### config.mk
export PLATFORM = sky130hd
export DESIGN_NAME = pcag_top
export DESIGN_NICKNAME = d
export VERILOG_FILES = /design/src/hw/pcag_channel.v /design/src/hw/pcag_divider.v /design/src/hw/pcag_top.v
export VERILOG_INCLUDE_DIRS = /design/src /design/src/hw
export SDC_FILE = /design/constraint.sdc
export NUM_CORES = 2
export LEC_CHECK = 0
export BUFFER_PORTS_ARGS = -buffer_cell sky130_fd_sc_hd__buf_4
export CORE_MARGIN = 2
export CORE_UTILIZATION = 56
export DETAILED_ROUTE_END_ITERATION = 8
export HOLD_SLACK_MARGIN = 0.1
export PLACE_DENSITY = 0.74
export SLEW_MARGIN = 40
export SYNTH_ARGS = -nofsm -noshare
export SYNTH_HDL_FRONTEND = slang
export SYNTH_SLANG_ARGS = --single-unit
### constraint.sdc
create_clock -name clk_sys -period 17.2 [get_ports clk_sys]
set_input_delay 1.72 -clock clk_sys [delete_from_list [all_inputs] [get_ports clk_sys]]
set_output_delay 1.72 -clock clk_sys [all_outputs]
set_load 0.05 [all_outputs]
### src/hw/pcag_regs.vh
// Purpose: constants for the pulse channel activation guard
// Assumes: 40 MHz clk_sys, one sequence program as commander
// Notes:   PCAG_HALF_CYC in cycles of clk_sys; decel counts in pulses and ticks
`ifndef PCAG_REGS_VH
`define PCAG_REGS_VH

// ----------------------------------------
// Channels and commands
// ----------------------------------------
`define PCAG_NCH              4
`define PCAG_CHW              2
`define PCAG_CMDW             4
`define PCAG_CMD_ZERO_SEARCH  4'h0
`define PCAG_CMD_FIXED_FEED   4'h1
`define PCAG_CMD_TABLE        4'h2
`define PCAG_CMD_ABS_READOUT  4'h3
`define PCAG_CMD_ZERO_PLAIN   4'h4
`define PCAG_CMD_VAR_SPEED    4'h5
`define PCAG_CMD_INCR_DRIVE   4'h6
`define PCAG_CMD_ABS_DRIVE    4'h7
`define PCAG_CMD_FIXED_COUNT  4'h8
`define PCAG_CMD_RAMPED       4'h9

// ----------------------------------------
// Timing
// ----------------------------------------
`define PCAG_CLK_HZ           40000000
`define PCAG_PULSE_HZ         100000
// Clock over pulse rate, halved; sized to the divider port
`define PCAG_HALF_CYC         8'hC8
`define PCAG_DIVW             8
`define PCAG_DECEL_PULSES     16'h0010
`define PCAG_DECEL_SLOW       8'h04
`define PCAG_ABS_TIMEOUT      16'hFFFF

`endif

### src/hw/pcag_channel.v
// Purpose: one pulse output channel with busy, stop and count
// Assumes: start only while idle; guard lives in top
// Notes:   deceleration cuts rate to one fifth for a tail of up to 16 pulses, shorter if the count runs out
`timescale 1ns/10ps
`include "pcag_regs.vh"
module pcag_channel (
	input  wire        clk_sys,
	input  wire        rst_n,
	input  wire        tick,
	input  wire        start,
	input  wire        run_level,
	input  wire        limit_hit,
	input  wire        stop_now,
	input  wire [31:0] target,
	input  wire        dir,
	input  wire        count_pos,
	output reg         pulse,
	output reg         busy,
	output reg  [31:0] position,
	output reg  [31:0] emitted
);
	localparam ST_IDLE = 3'b001;
	localparam ST_RUN  = 3'b010;
	localparam ST_DEC  = 3'b100;

	reg [2:0]  state_reg;
	reg [31:0] left_reg;
	reg [15:0] tail_reg;
	reg [7:0]  slow_reg;
	reg        dir_reg;
	wire       step_ok;
	wire       edge_done;

	assign step_ok   = tick && (state_reg != ST_DEC || slow_reg == 8'h00);
	assign edge_done = step_ok && pulse;

	always @(posedge clk_sys or negedge rst_n) begin
		if (!rst_n) begin
			state_reg <= ST_IDLE;
			left_reg  <= 32'h0000_0000;
			tail_reg  <= 16'h0000;
			slow_reg  <= 8'h00;
			dir_reg   <= 1'b0;
			pulse     <= 1'b0;
			busy      <= 1'b0;
			position  <= 32'h0000_0000;
			emitted   <= 32'h0000_0000;
		end else begin
			case (state_reg)
			ST_IDLE: begin
				pulse <= 1'b0;
				if (start && target != 32'h0000_0000) begin
					state_reg <= ST_RUN;
					left_reg  <= target;
					dir_reg   <= dir;
					busy      <= 1'b1;
					emitted   <= 32'h0000_0000;
				end
			end
			ST_RUN: begin
				if (stop_now) begin
					state_reg <= ST_IDLE;
					pulse     <= 1'b0;
					busy      <= 1'b0;
				end else if (!run_level || limit_hit) begin
					state_reg <= ST_DEC;
					tail_reg  <= `PCAG_DECEL_PULSES;
					slow_reg  <= `PCAG_DECEL_SLOW;
				end else if (step_ok) begin
					pulse <= ~pulse;
					if (edge_done) begin
						emitted  <= emitted + 32'h0000_0001;
						// Legacy pulses stay out of the positioning count
						if (count_pos)
							position <= dir_reg ? position - 32'h0000_0001
							                    : position + 32'h0000_0001;
						left_reg <= left_reg - 32'h0000_0001;
						if (left_reg == 32'h0000_0001) begin
							state_reg <= ST_IDLE;
							busy      <= 1'b0;
						end
					end
				end
			end
			ST_DEC: begin
				if (tick)
					slow_reg <= (slow_reg == 8'h00) ? `PCAG_DECEL_SLOW : slow_reg - 8'h01;
				if (stop_now) begin
					state_reg <= ST_IDLE;
					pulse     <= 1'b0;
					busy      <= 1'b0;
				end else if (step_ok) begin
					pulse <= ~pulse;
					if (edge_done) begin
						emitted  <= emitted + 32'h0000_0001;
						if (count_pos)
							position <= dir_reg ? position - 32'h0000_0001
							                    : position + 32'h0000_0001;
						left_reg <= left_reg - 32'h0000_0001;
						tail_reg <= tail_reg - 16'h0001;
						if (tail_reg == 16'h0001 || left_reg == 32'h0000_0001) begin
							state_reg <= ST_IDLE;
							busy      <= 1'b0;
						end
					end
				end
			end
			default: begin
				state_reg <= ST_IDLE;
				busy      <= 1'b0;
				pulse     <= 1'b0;
			end
			endcase
		end
	end
endmodule

### src/hw/pcag_divider.v
// Purpose: pulse-rate enable divider
// Assumes: one clock, synchronous reset copy
// Notes:   tick is one cycle wide
`timescale 1ns/10ps
`include "pcag_regs.vh"
module pcag_divider (
	input  wire                   clk_sys,
	input  wire                   rst_n,
	input  wire [`PCAG_DIVW-1:0]  half_cycles,
	output reg                    tick
);
	reg [`PCAG_DIVW-1:0] cnt_reg;

	always @(posedge clk_sys or negedge rst_n) begin
		if (!rst_n) begin
			cnt_reg <= 8'h00;
			tick    <= 1'b0;
		end else if (cnt_reg >= half_cycles - 8'h01) begin
			cnt_reg <= 8'h00;
			tick    <= 1'b1;
		end else begin
			cnt_reg <= cnt_reg + 8'h01;
			tick    <= 1'b0;
		end
	end
endmodule

### src/hw/pcag_top.v
// What this block does
// Busy channel refuses non-readout positioning commands
// Busy flag blocks positioning and legacy commands
// Busy follows pulses, not command input
// Program waits one scan after busy clears
// Program starts readout at servo power-up
// Readout fetches servo position exactly once
// Dropping readout switches servo amplifier off
// Separate 32-bit positioning count per channel
// Program never shares channel between families
// Program prefers incremental drive over legacy
// Normal stop decelerates before ending output
// Stop flag halts channel output immediately
// Fourth channel needs two line-driver adapters
// Program adds backlash pulses on reversal
// Busy set at start, cleared at end
//
// Purpose: activation guard over four pulse output channels
// Assumes: commands come from logic on clk_sys
// Notes:   register port: addr, wdata, wr, rd, rdata next cycle
//
// The strobed register port and the register addresses were chosen for this implementation.
`timescale 1ns/10ps
`include "pcag_regs.vh"
module pcag_top (
	input  wire                  clk_sys,
	input  wire                  nrst,
	input  wire                  cmd_start,
	input  wire [`PCAG_CMDW-1:0] cmd_code,
	input  wire [`PCAG_CHW-1:0]  cmd_channel,
	input  wire [31:0]           cmd_count,
	input  wire                  cmd_dir,
	input  wire [3:0]            cmd_active,
	input  wire [3:0]            limit_fwd,
	input  wire [3:0]            limit_rev,
	input  wire [3:0]            stop_cmd,
	input  wire                  two_adapters,
	input  wire                  servo_pos_valid,
	input  wire [31:0]           servo_pos_data,
	input  wire [3:0]            reg_addr,
	input  wire                  reg_wr,
	input  wire                  reg_rd,
	input  wire [31:0]           reg_wdata,
	output reg  [31:0]           reg_rdata,
	output reg  [3:0]            pulse_out,
	output reg  [3:0]            dir_out,
	output reg  [3:0]            busy_flag,
	output reg                   cmd_refused,
	output reg                   servo_on,
	output reg                   servo_pos_req
);
	// ----------------------------------------
	// Reset and pin synchronisers
	// ----------------------------------------
	reg        rst_s1;
	reg        rst_n;
	reg [3:0]  lf_s1, lf_s2, lr_s1, lr_s2, st_s1, st_s2;
	reg        ad_s1, ad_s2, pv_s1, pv_s2;

	always @(posedge clk_sys or negedge nrst) begin
		if (!nrst) begin
			rst_s1 <= 1'b0;
			rst_n  <= 1'b0;
		end else begin
			rst_s1 <= 1'b1;
			rst_n  <= rst_s1;
		end
	end

	always @(posedge clk_sys or negedge rst_n) begin
		if (!rst_n) begin
			lf_s1 <= 4'h0; lf_s2 <= 4'h0;
			lr_s1 <= 4'h0; lr_s2 <= 4'h0;
			st_s1 <= 4'h0; st_s2 <= 4'h0;
			ad_s1 <= 1'b0; ad_s2 <= 1'b0;
			pv_s1 <= 1'b0; pv_s2 <= 1'b0;
		end else begin
			lf_s1 <= limit_fwd;  lf_s2 <= lf_s1;
			lr_s1 <= limit_rev;  lr_s2 <= lr_s1;
			st_s1 <= stop_cmd;   st_s2 <= st_s1;
			ad_s1 <= two_adapters; ad_s2 <= ad_s1;
			pv_s1 <= servo_pos_valid; pv_s2 <= pv_s1;
		end
	end

	// ----------------------------------------
	// Command decode
	// ----------------------------------------
	function is_legacy;
		input [`PCAG_CMDW-1:0] c;
		begin
			is_legacy = (c == `PCAG_CMD_FIXED_COUNT) || (c == `PCAG_CMD_RAMPED);
		end
	endfunction

	function is_known;
		input [`PCAG_CMDW-1:0] c;
		begin
			is_known = (c <= `PCAG_CMD_RAMPED);
		end
	endfunction

	wire [3:0] busy_w;
	wire [3:0] pulse_w;
	wire [31:0] pos_w [0:3];
	wire [31:0] emit_w [0:3];
	wire       tick;
	wire       want_abs;
	wire       chan_ok;
	wire       start_ok;
	wire [3:0] start_vec;
	reg  [3:0] legacy_reg;
	reg  [3:0] dir_reg;
	reg  [31:0] legacy_cnt_reg [0:1];

	assign want_abs  = cmd_start && cmd_code == `PCAG_CMD_ABS_READOUT;
	assign chan_ok   = (cmd_channel != 2'h3) || ad_s2;
	assign start_ok  = cmd_start && is_known(cmd_code) && !want_abs && chan_ok
	                 && !busy_w[cmd_channel];
	assign start_vec = start_ok ? (4'h1 << cmd_channel) : 4'h0;

	// ----------------------------------------
	// Pulse rate and channels
	// ----------------------------------------
	pcag_divider u_div (
		.clk_sys     (clk_sys),
		.rst_n       (rst_n),
		.half_cycles (`PCAG_HALF_CYC),
		.tick        (tick)
	);

	genvar g;
	generate
		for (g = 0; g < `PCAG_NCH; g = g + 1) begin : gch
			pcag_channel u_ch (
				.clk_sys   (clk_sys),
				.rst_n     (rst_n),
				.tick      (tick),
				.start     (start_vec[g]),
				.run_level (cmd_active[g]),
				.limit_hit (dir_reg[g] ? lr_s2[g] : lf_s2[g]),
				.stop_now  (st_s2[g]),
				.target    (cmd_count),
				.dir       (cmd_dir),
				.count_pos (!legacy_reg[g]),
				.pulse     (pulse_w[g]),
				.busy      (busy_w[g]),
				.position  (pos_w[g]),
				.emitted   (emit_w[g])
			);
		end
	endgenerate

	// ----------------------------------------
	// Legacy counters, refusal, outputs
	// ----------------------------------------
	always @(posedge clk_sys or negedge rst_n) begin
		if (!rst_n) begin
			legacy_reg        <= 4'h0;
			dir_reg           <= 4'h0;
			legacy_cnt_reg[0] <= 32'h0000_0000;
			legacy_cnt_reg[1] <= 32'h0000_0000;
			cmd_refused       <= 1'b0;
			pulse_out         <= 4'h0;
			dir_out           <= 4'h0;
			busy_flag         <= 4'h0;
		end else begin
			cmd_refused <= cmd_start && !want_abs && !start_ok;
			if (start_ok) begin
				legacy_reg[cmd_channel] <= is_legacy(cmd_code);
				dir_reg[cmd_channel]    <= cmd_dir;
			end
			// Legacy count kept apart, only channels 0 and 1
			// One cycle past busy still copies the final pulse
			if (legacy_reg[0] && (busy_w[0] || busy_flag[0]))
				legacy_cnt_reg[0] <= emit_w[0];
			if (legacy_reg[1] && (busy_w[1] || busy_flag[1]))
				legacy_cnt_reg[1] <= emit_w[1];
			pulse_out <= pulse_w;
			dir_out   <= dir_reg;
			busy_flag <= busy_w;
		end
	end

	// ----------------------------------------
	// Absolute readout
	// ----------------------------------------
	reg        abs_done_reg;
	reg        abs_run_reg;
	reg [31:0] abs_pos_reg;

	always @(posedge clk_sys or negedge rst_n) begin
		if (!rst_n) begin
			servo_on      <= 1'b0;
			servo_pos_req <= 1'b0;
			abs_done_reg  <= 1'b0;
			abs_run_reg   <= 1'b0;
			abs_pos_reg   <= 32'h0000_0000;
		end else if (want_abs) begin
			abs_run_reg <= 1'b1;
			servo_on    <= 1'b1;
			if (!abs_done_reg && !servo_pos_req)
				servo_pos_req <= 1'b1;
			if (servo_pos_req && pv_s2) begin
				servo_pos_req <= 1'b0;
				abs_done_reg  <= 1'b1;
				abs_pos_reg   <= servo_pos_data;
			end
		end else begin
			if (abs_run_reg)
				servo_on <= 1'b0;
			abs_run_reg   <= 1'b0;
			servo_pos_req <= 1'b0;
			abs_done_reg  <= 1'b0;
		end
	end

	// ----------------------------------------
	// Register read port
	// ----------------------------------------
	always @(posedge clk_sys or negedge rst_n) begin
		if (!rst_n) begin
			reg_rdata <= 32'h0000_0000;
		end else if (reg_rd) begin
			case (reg_addr)
			4'h0:    reg_rdata <= pos_w[0];
			4'h1:    reg_rdata <= pos_w[1];
			4'h2:    reg_rdata <= pos_w[2];
			4'h3:    reg_rdata <= ad_s2 ? pos_w[3] : 32'h0000_0000;
			4'h4:    reg_rdata <= legacy_cnt_reg[0];
			4'h5:    reg_rdata <= legacy_cnt_reg[1];
			4'h6:    reg_rdata <= {28'h0000000, busy_w};
			4'h7:    reg_rdata <= abs_pos_reg;
			default: reg_rdata <= 32'h0000_0000;
			endcase
		end else begin
			reg_rdata <= 32'h0000_0000;
		end
	end
endmodule

---- Yosys cells after proc, flatten, opt, wreduce, memory -nomap -nowiden ----
Cells that the tools add are included.
storage, ports and cells
  input port bits ......................... 130
  word-level logic and storage cells ...... 546
  bits in registers ....................... 632
operators by class
  mux-type cells .......................... 250
  shifts and indexed selects .............. 1
  $add $sub $neg .......................... 23
  order comparisons ....................... 4
  reduce and logical (&&, ||, !) cells .... 93
  bitwise operators ....................... 4
  equality and inequality tests ........... 109
operator list
  operator               number
  $mux 32                66
  $pmux 32 s3            6
  $mux 16                20
  $pmux 32 s2            4
  $pmux 32 s8            1
  $sub 32x1->32 const B  8
  $add 32x1->32 const B  6
  $mux 8                 17
  $eq 32x1->1 const B    4
  $pmux 16 s2            4
  $mux 3                 40
  $ne 3x2->1 const B     24
  $mux 1                 71
  $eq 16x1->1 const B    4
  $pmux 8 s2             4
  $sub 16x1->16 const B  4
  $ne 4x2->1 const B     12
  $pmux 3 s3             4
  $ne 2x1->1 const B     17
  $ne 2x2->1 const B     17
  $logic_not 8->1        4
  $reduce_and 4->1       8
  $reduce_and 8->1       4
  $reduce_bool 32->1     1
  33 further kinds       134

---- Logic depth before layout (Yosys ltp) ----
  depth after elaboration ................. 10
  depth in mapped cells ................... 13
  depth with buffers taken out ............ 12

---- By module ----
From an unflattened synthesis, not the netlist that was laid out.
second synthesis, totals
  cells, all modules ...................... 4534
  area total of the unflattened synthesis .. 40836.7 sq um
modules (own cells, without submodules)
  module                          area each (sq um)  sequential area each (sq um)  cells each  times used
  pcag_channel (gch[0].u_ch ...)  8156.6             3154.3                        981         2
  pcag_channel (gch[2].u_ch)      8076.5             3154.3                        964         1
  pcag_channel (gch[3].u_ch)      7933.9             3154.3                        953         1
  pcag_top                        7798.7             4579.4                        582         1
  pcag_divider                    714.4              225.2                         73          1

---- Worst setup path after synthesis ----
Ideal clock, no wire load.
  path type ............................... input -> register
  start ................................... in cmd_code[0]
  end ..................................... reg gch[0].u_ch.emitted[22]
  data required time ...................... 17.068 ns
  path buffers ............................ 0
  arrival time ............................ 3.622 ns
  stages .................................. 10
  setup slack ............................. 13.447 ns
  cells stage by stage .................... nor2b_1 -> o22ai_2 -> nand4b_1 -> nor3_2 -> a21oi_2 -> nand2b_4 -> nor3_2 -> nand4_1 -> xor2_1 -> nor2_1
between the ends
  longest elaborated chain between the ends .. 10
RTL lines
  what                                                                line               RTL
  start: declaration                                                  pcag_top.v:29      input wire [`PCAG_CMDW-1:0] cmd_code,
  parallel branches: the longest is 3 deep, another holds $le 4x4->1  -
  $logic_and 1x1->1 * (2 in a row)                                    pcag_top.v:118     assign start_ok = cmd_start && is_known(cmd_code) && !want_abs && chan_ok
  $logic_and 1x1->1 *                                                 pcag_top.v:119     && !busy_w[cmd_channel];
  $mux 4 *                                                            pcag_top.v:120     assign start_vec = start_ok ? (4'h1 << cmd_channel) : 4'h0;
  $logic_and 1x1->1 *                                                 pcag_channel.v:52  if (start && target != 32'h0000_0000) begin
  $ne 2x1->1 (no line) *                                              -
  $reduce_and 5->1 (no line) *                                        -
  end signal: assignment                                              pcag_channel.v:72  emitted <= emitted + 32'h0000_0001;
  end signal: assignment                                              pcag_channel.v:95  emitted <= emitted + 32'h0000_0001;
  end: declaration                                                    pcag_channel.v:20  output reg [31:0] emitted
Every way passes the cells marked *.
A chain may end at the register's enable or synchronous reset.

---- Final worst setup path ----
  start ................................... in cmd_code[0]
  end ..................................... reg gch[1].u_ch.emitted[22]
between the ends
  longest elaborated chain between the ends .. 10
RTL lines
  what                                                                line
  parallel branches: the longest is 3 deep, another holds $le 4x4->1  -
  $logic_and 1x1->1 * (2 in a row)                                    pcag_top.v:118
  $logic_and 1x1->1 *                                                 pcag_top.v:119
  $mux 4 *                                                            pcag_top.v:120
  $logic_and 1x1->1 *                                                 pcag_channel.v:52
  $ne 2x1->1 (no line) *                                              -
  $reduce_and 5->1 (no line) *                                        -
  end signal: assignment                                              pcag_channel.v:72
  end signal: assignment                                              pcag_channel.v:95
  end: declaration                                                    pcag_channel.v:20
Marks and branches as above.

==> flow_metrics.py <==
metrics = {
    "run_status": {
        "status": "finished clean",
    },
    "timing": {
        "slew_violations": 0,
        "rsz0062_at_grt": "false",
        "setup_viol": 0,
        "fin_tns_setup_ns": 0,
        "period_needed_ns": 4.08,
        "finalClockSkew_ns": 0.0326,
        "fmax_mhz": 245,
        "period_share_pct": 23.7,
        "relSlewSlack_pct": 39.3,
        "worstMarginPinSlew_ns": 0.910,
        "finalHoldViolations": 0,
        "hold_ws_ns": 0.263,
    },
    "routing": {
        "wl_per_cell_um": 20.0,
        "drt_iter0_markers": 2895,
        "ant_nets": 0,
        "routed_wl_um": 95200,
        "vias": 29323,
        "first_pass_iters": 7,
        "vias_per_cell": 6.15,
        "drcViolationCount": 0,
    },
    "global_routing": {
        "grt_usage_pct": 29.5,
        "grt_first_pass_wirelength_um": 151000,
        "grt_pass1_vias": 27431,
        "antenna_found_initial": 1,
        "grt_max_degree": 107,
        "grt.overflow.total": 0,
    },
    "yosys": {
        "synth.avg_cell_area_um2": 9.34,
        "synth_area_mm2": 0.0352,
        "synth_compound_area_share_pct": 20.0,
        "ys_warn_count": 0,
        "yosysMostFrequentCell": "dfrtp_1",
        "syn_nets": 4050,
        "ys_top_cells_by_count": "628 x dfrtp_1, 409 x o21ai_0, 350 x nor2_1",
        "synth_top_area_share_pct": 44.6,
        "synth_edf_count": 0,
        "synth_seq_area_share_pct": 44.9,
        "async_flop_share_pct": 100,
        "synthTopCellsByArea": "dfrtp_1 45%, o21ai_0 5.8%, ha_1 5.2%, a21oi_1 3.9%, nor2_1 3.7%",
        "ys.flop_type": "dfrtp_1",
        "synth_cell_types": 99,
        "synthCells": 3769,
        "synthAdderAreaFrac_pct": 5.45,
        "ys_seq_elements": 632,
        "yosys.area.top_type": "dfrtp_1",
        "synth_top_family_by_area": "compound AO/OA/AOI/OAI gates",
        "synth_simple_gate_area_share_pct": 17.5,
        "yosys.area_share.xor_xnor_pct": 5.65,
        "synthMuxAreaShare_pct": 3.75,
    },
    "floorplan": {
        "num_rows": 91,
        "coreArea_mm2": 0.0619,
        "io_pins": 177,
        "die_w_um": 255,
        "die_area_mm2": 0.0649,
        "start_util_pct": 56.8,
        "die_h_um": 255,
    },
    "clocking": {
        "worstSkewPairLatency_ns": 0.63,
        "clkSinkCount": 632,
        "cts_tree": "built",
        "ctsRootBufferMaster": "clkbuf_16",
        "cts_hold_buf": 0,
        "h-tree-depth": 3,
        "postCtsSetupBuffers": 0,
        "path_clk_slew_ns": 0.06,
        "ctsResizeCount": 0,
        "cts_made_buffers": 72,
        "clock_path_buffers": 3,
    },
    "worst_hold_path": {
        "min_path_type": "reg -> async",
    },
    "setup_path": {
        "path_class": "in -> reg",
        "r2r-end": "gch[2].u_ch.position[28]",
        "r2r_slack_ns": 13.22,
        "cp-end-kind": "register",
        "critPathMaxFanout": 45,
        "r2r_start": "gch[2].u_ch.dir_reg",
        "cp-start-kind": "input pin",
        "arrival_ns": 4.62,
        "slowest_stage": "and2_4",
        "path_cells": "buf_4 > nor2b_1 > o22ai_2 > nand4b_1 > nor2_1 > and2_4 > o211ai_2 > nor2_4 > nand2_2 > or3_1 > a21oi_1",
        "r2r_cells": 12,
        "cp.required_ns": 17.74,
        "max_stage_delay_ns": 0.55,
    },
    "finish": {
        "final_layout_size_suffix_gt1_share_pct": 13.4,
        "fin_nets": 4147,
        "fillCellCount": 5101,
        "syn_to_final_growth_pct": 13.1,
        "fin_cells": 4765,
    },
    "place": {
        "globalplace.congestion": 0.954,
        "dpl.cell_count": 4629,
        "port_buffers": 143,
        "place_hpwl_um": 66300,
    },
    "flow_run": {
        "maxCapViolations": 0,
    },
    "pwr": {
        "ir_drop_v": 0.0000862,
        "p_total_mw": 4.79,
        "power.leakage_nw": 18.0,
        "p_per_area_mw_per_mm2": 120,
    },
}
[area by class of cell]
class,instances,area (µm²),share of cell area [%]
clock inverter,37,477,1.20
clock buffer,96,2040,5.14
sequential,632,15800,39.8
timing repair buffer,184,1480,3.71
multi-input combinational,2892,18600,46.8
antenna,3,7.51,0.0189
inverter,84,315,0.792
tap,837,1050,2.63
[critical path, delay by kind of cell]
family          cells  cell delay [ns]
simple gates        7             2.18
compound gates      3             0.58
buf+inv             1             0.10
[layout by cell type, fill, tap and decap left out, types with 22 or more instances in the layout]
| cell type | Yosys | layout |
|---|---|---|
| nor2b_1 | 28 | 28 |
| dfrtp_1 | 628 | 626 |
| a22oi_1 | 91 | 91 |
| nand3_1 | 89 | 89 |
| a21oi_1 | 273 | 273 |
| or3_1 | 44 | 44 |
| o21a_1 | 22 | 22 |
| o31ai_1 | 24 | 24 |
| and3_1 | 28 | 28 |
| a21o_1 | 70 | 69 |
| mux2_2 | 110 | 110 |
| ha_1 | 147 | 147 |
| buf_4 | 3 | 172 |
| a31oi_1 | 56 | 56 |
| nand2b_1 | 43 | 41 |
| xor2_1 | 133 | 133 |
| nor3_1 | 111 | 109 |
| clkbuf_16 | 0 | 74 |
| nor4_1 | 42 | 39 |
| nor2_1 | 350 | 343 |
| inv_1 | 84 | 84 |
| nand4_1 | 32 | 32 |
| o21ai_0 | 409 | 408 |
| nand2_1 | 344 | 343 |
| xnor2_1 | 94 | 94 |
| a222oi_1 | 32 | 32 |
[power by group]
group / switching [mW] / internal [mW]
combinational: 0.746 / 0.465
sequential: 0.239 / 1.71
clock: 0.658 / 0.979
total: 1.64 / 3.15
[through the flow]
step           area (µm²)  utilization (%)  setup WS (ns)
4_1_cts             39800             64.2          13.14
5_1_grt             39800             64.3          12.91
3_3_place_gp        37100             59.9          12.21
2_1_floorplan       35200                -           6.93
3_5_place_dp        37200             60.1          12.52
6_report            39800             64.3          13.12
[logic make-up (layout without fill, tap and decap cells)]
group / after synthesis / count (layout)
AO/OA/AOI/OAI: 1147 / 1147
flip-flops: 632 / 632
buffers and inverters: 245 / 401
AND/OR/NAND/NOR: 1248 / 1248
XOR/XNOR: 227 / 227
other: 1 / 4
multiplexers: 118 / 118
adder cells (fa/ha/maj): 151 / 151
[how the worst max path moves through the flow]
| stage | startpoint | end | slack [ns] | depth (start not counted) |
|---|---|---|---|---|
| after floorplan | rst_n | abs_done_reg | 6.93 | 0 |
| after global placement | cmd_count[14] | gch[3].u_ch.left_reg[2] | 12.21 | 10 |
| after detailed placement | cmd_code[0] | gch[0].u_ch.emitted[22] | 12.52 | 12 |
| after CTS | cmd_code[0] | gch[0].u_ch.emitted[18] | 13.14 | 12 |
| after global routing | cmd_code[0] | gch[0].u_ch.emitted[18] | 12.91 | 12 |
| final | cmd_code[0] | gch[1].u_ch.emitted[22] | 13.12 | 11 |
[routing by layer]
metal	routed length [µm]	vias up	global-route usage, %
met5	0	-	0
met4	4170	0	11.9
met3	6730	211	5.30
met2	42300	980	44.5
met1	42100	14203	42.1
li1	-	13929	-
Power figures use the tool's default switching activity.
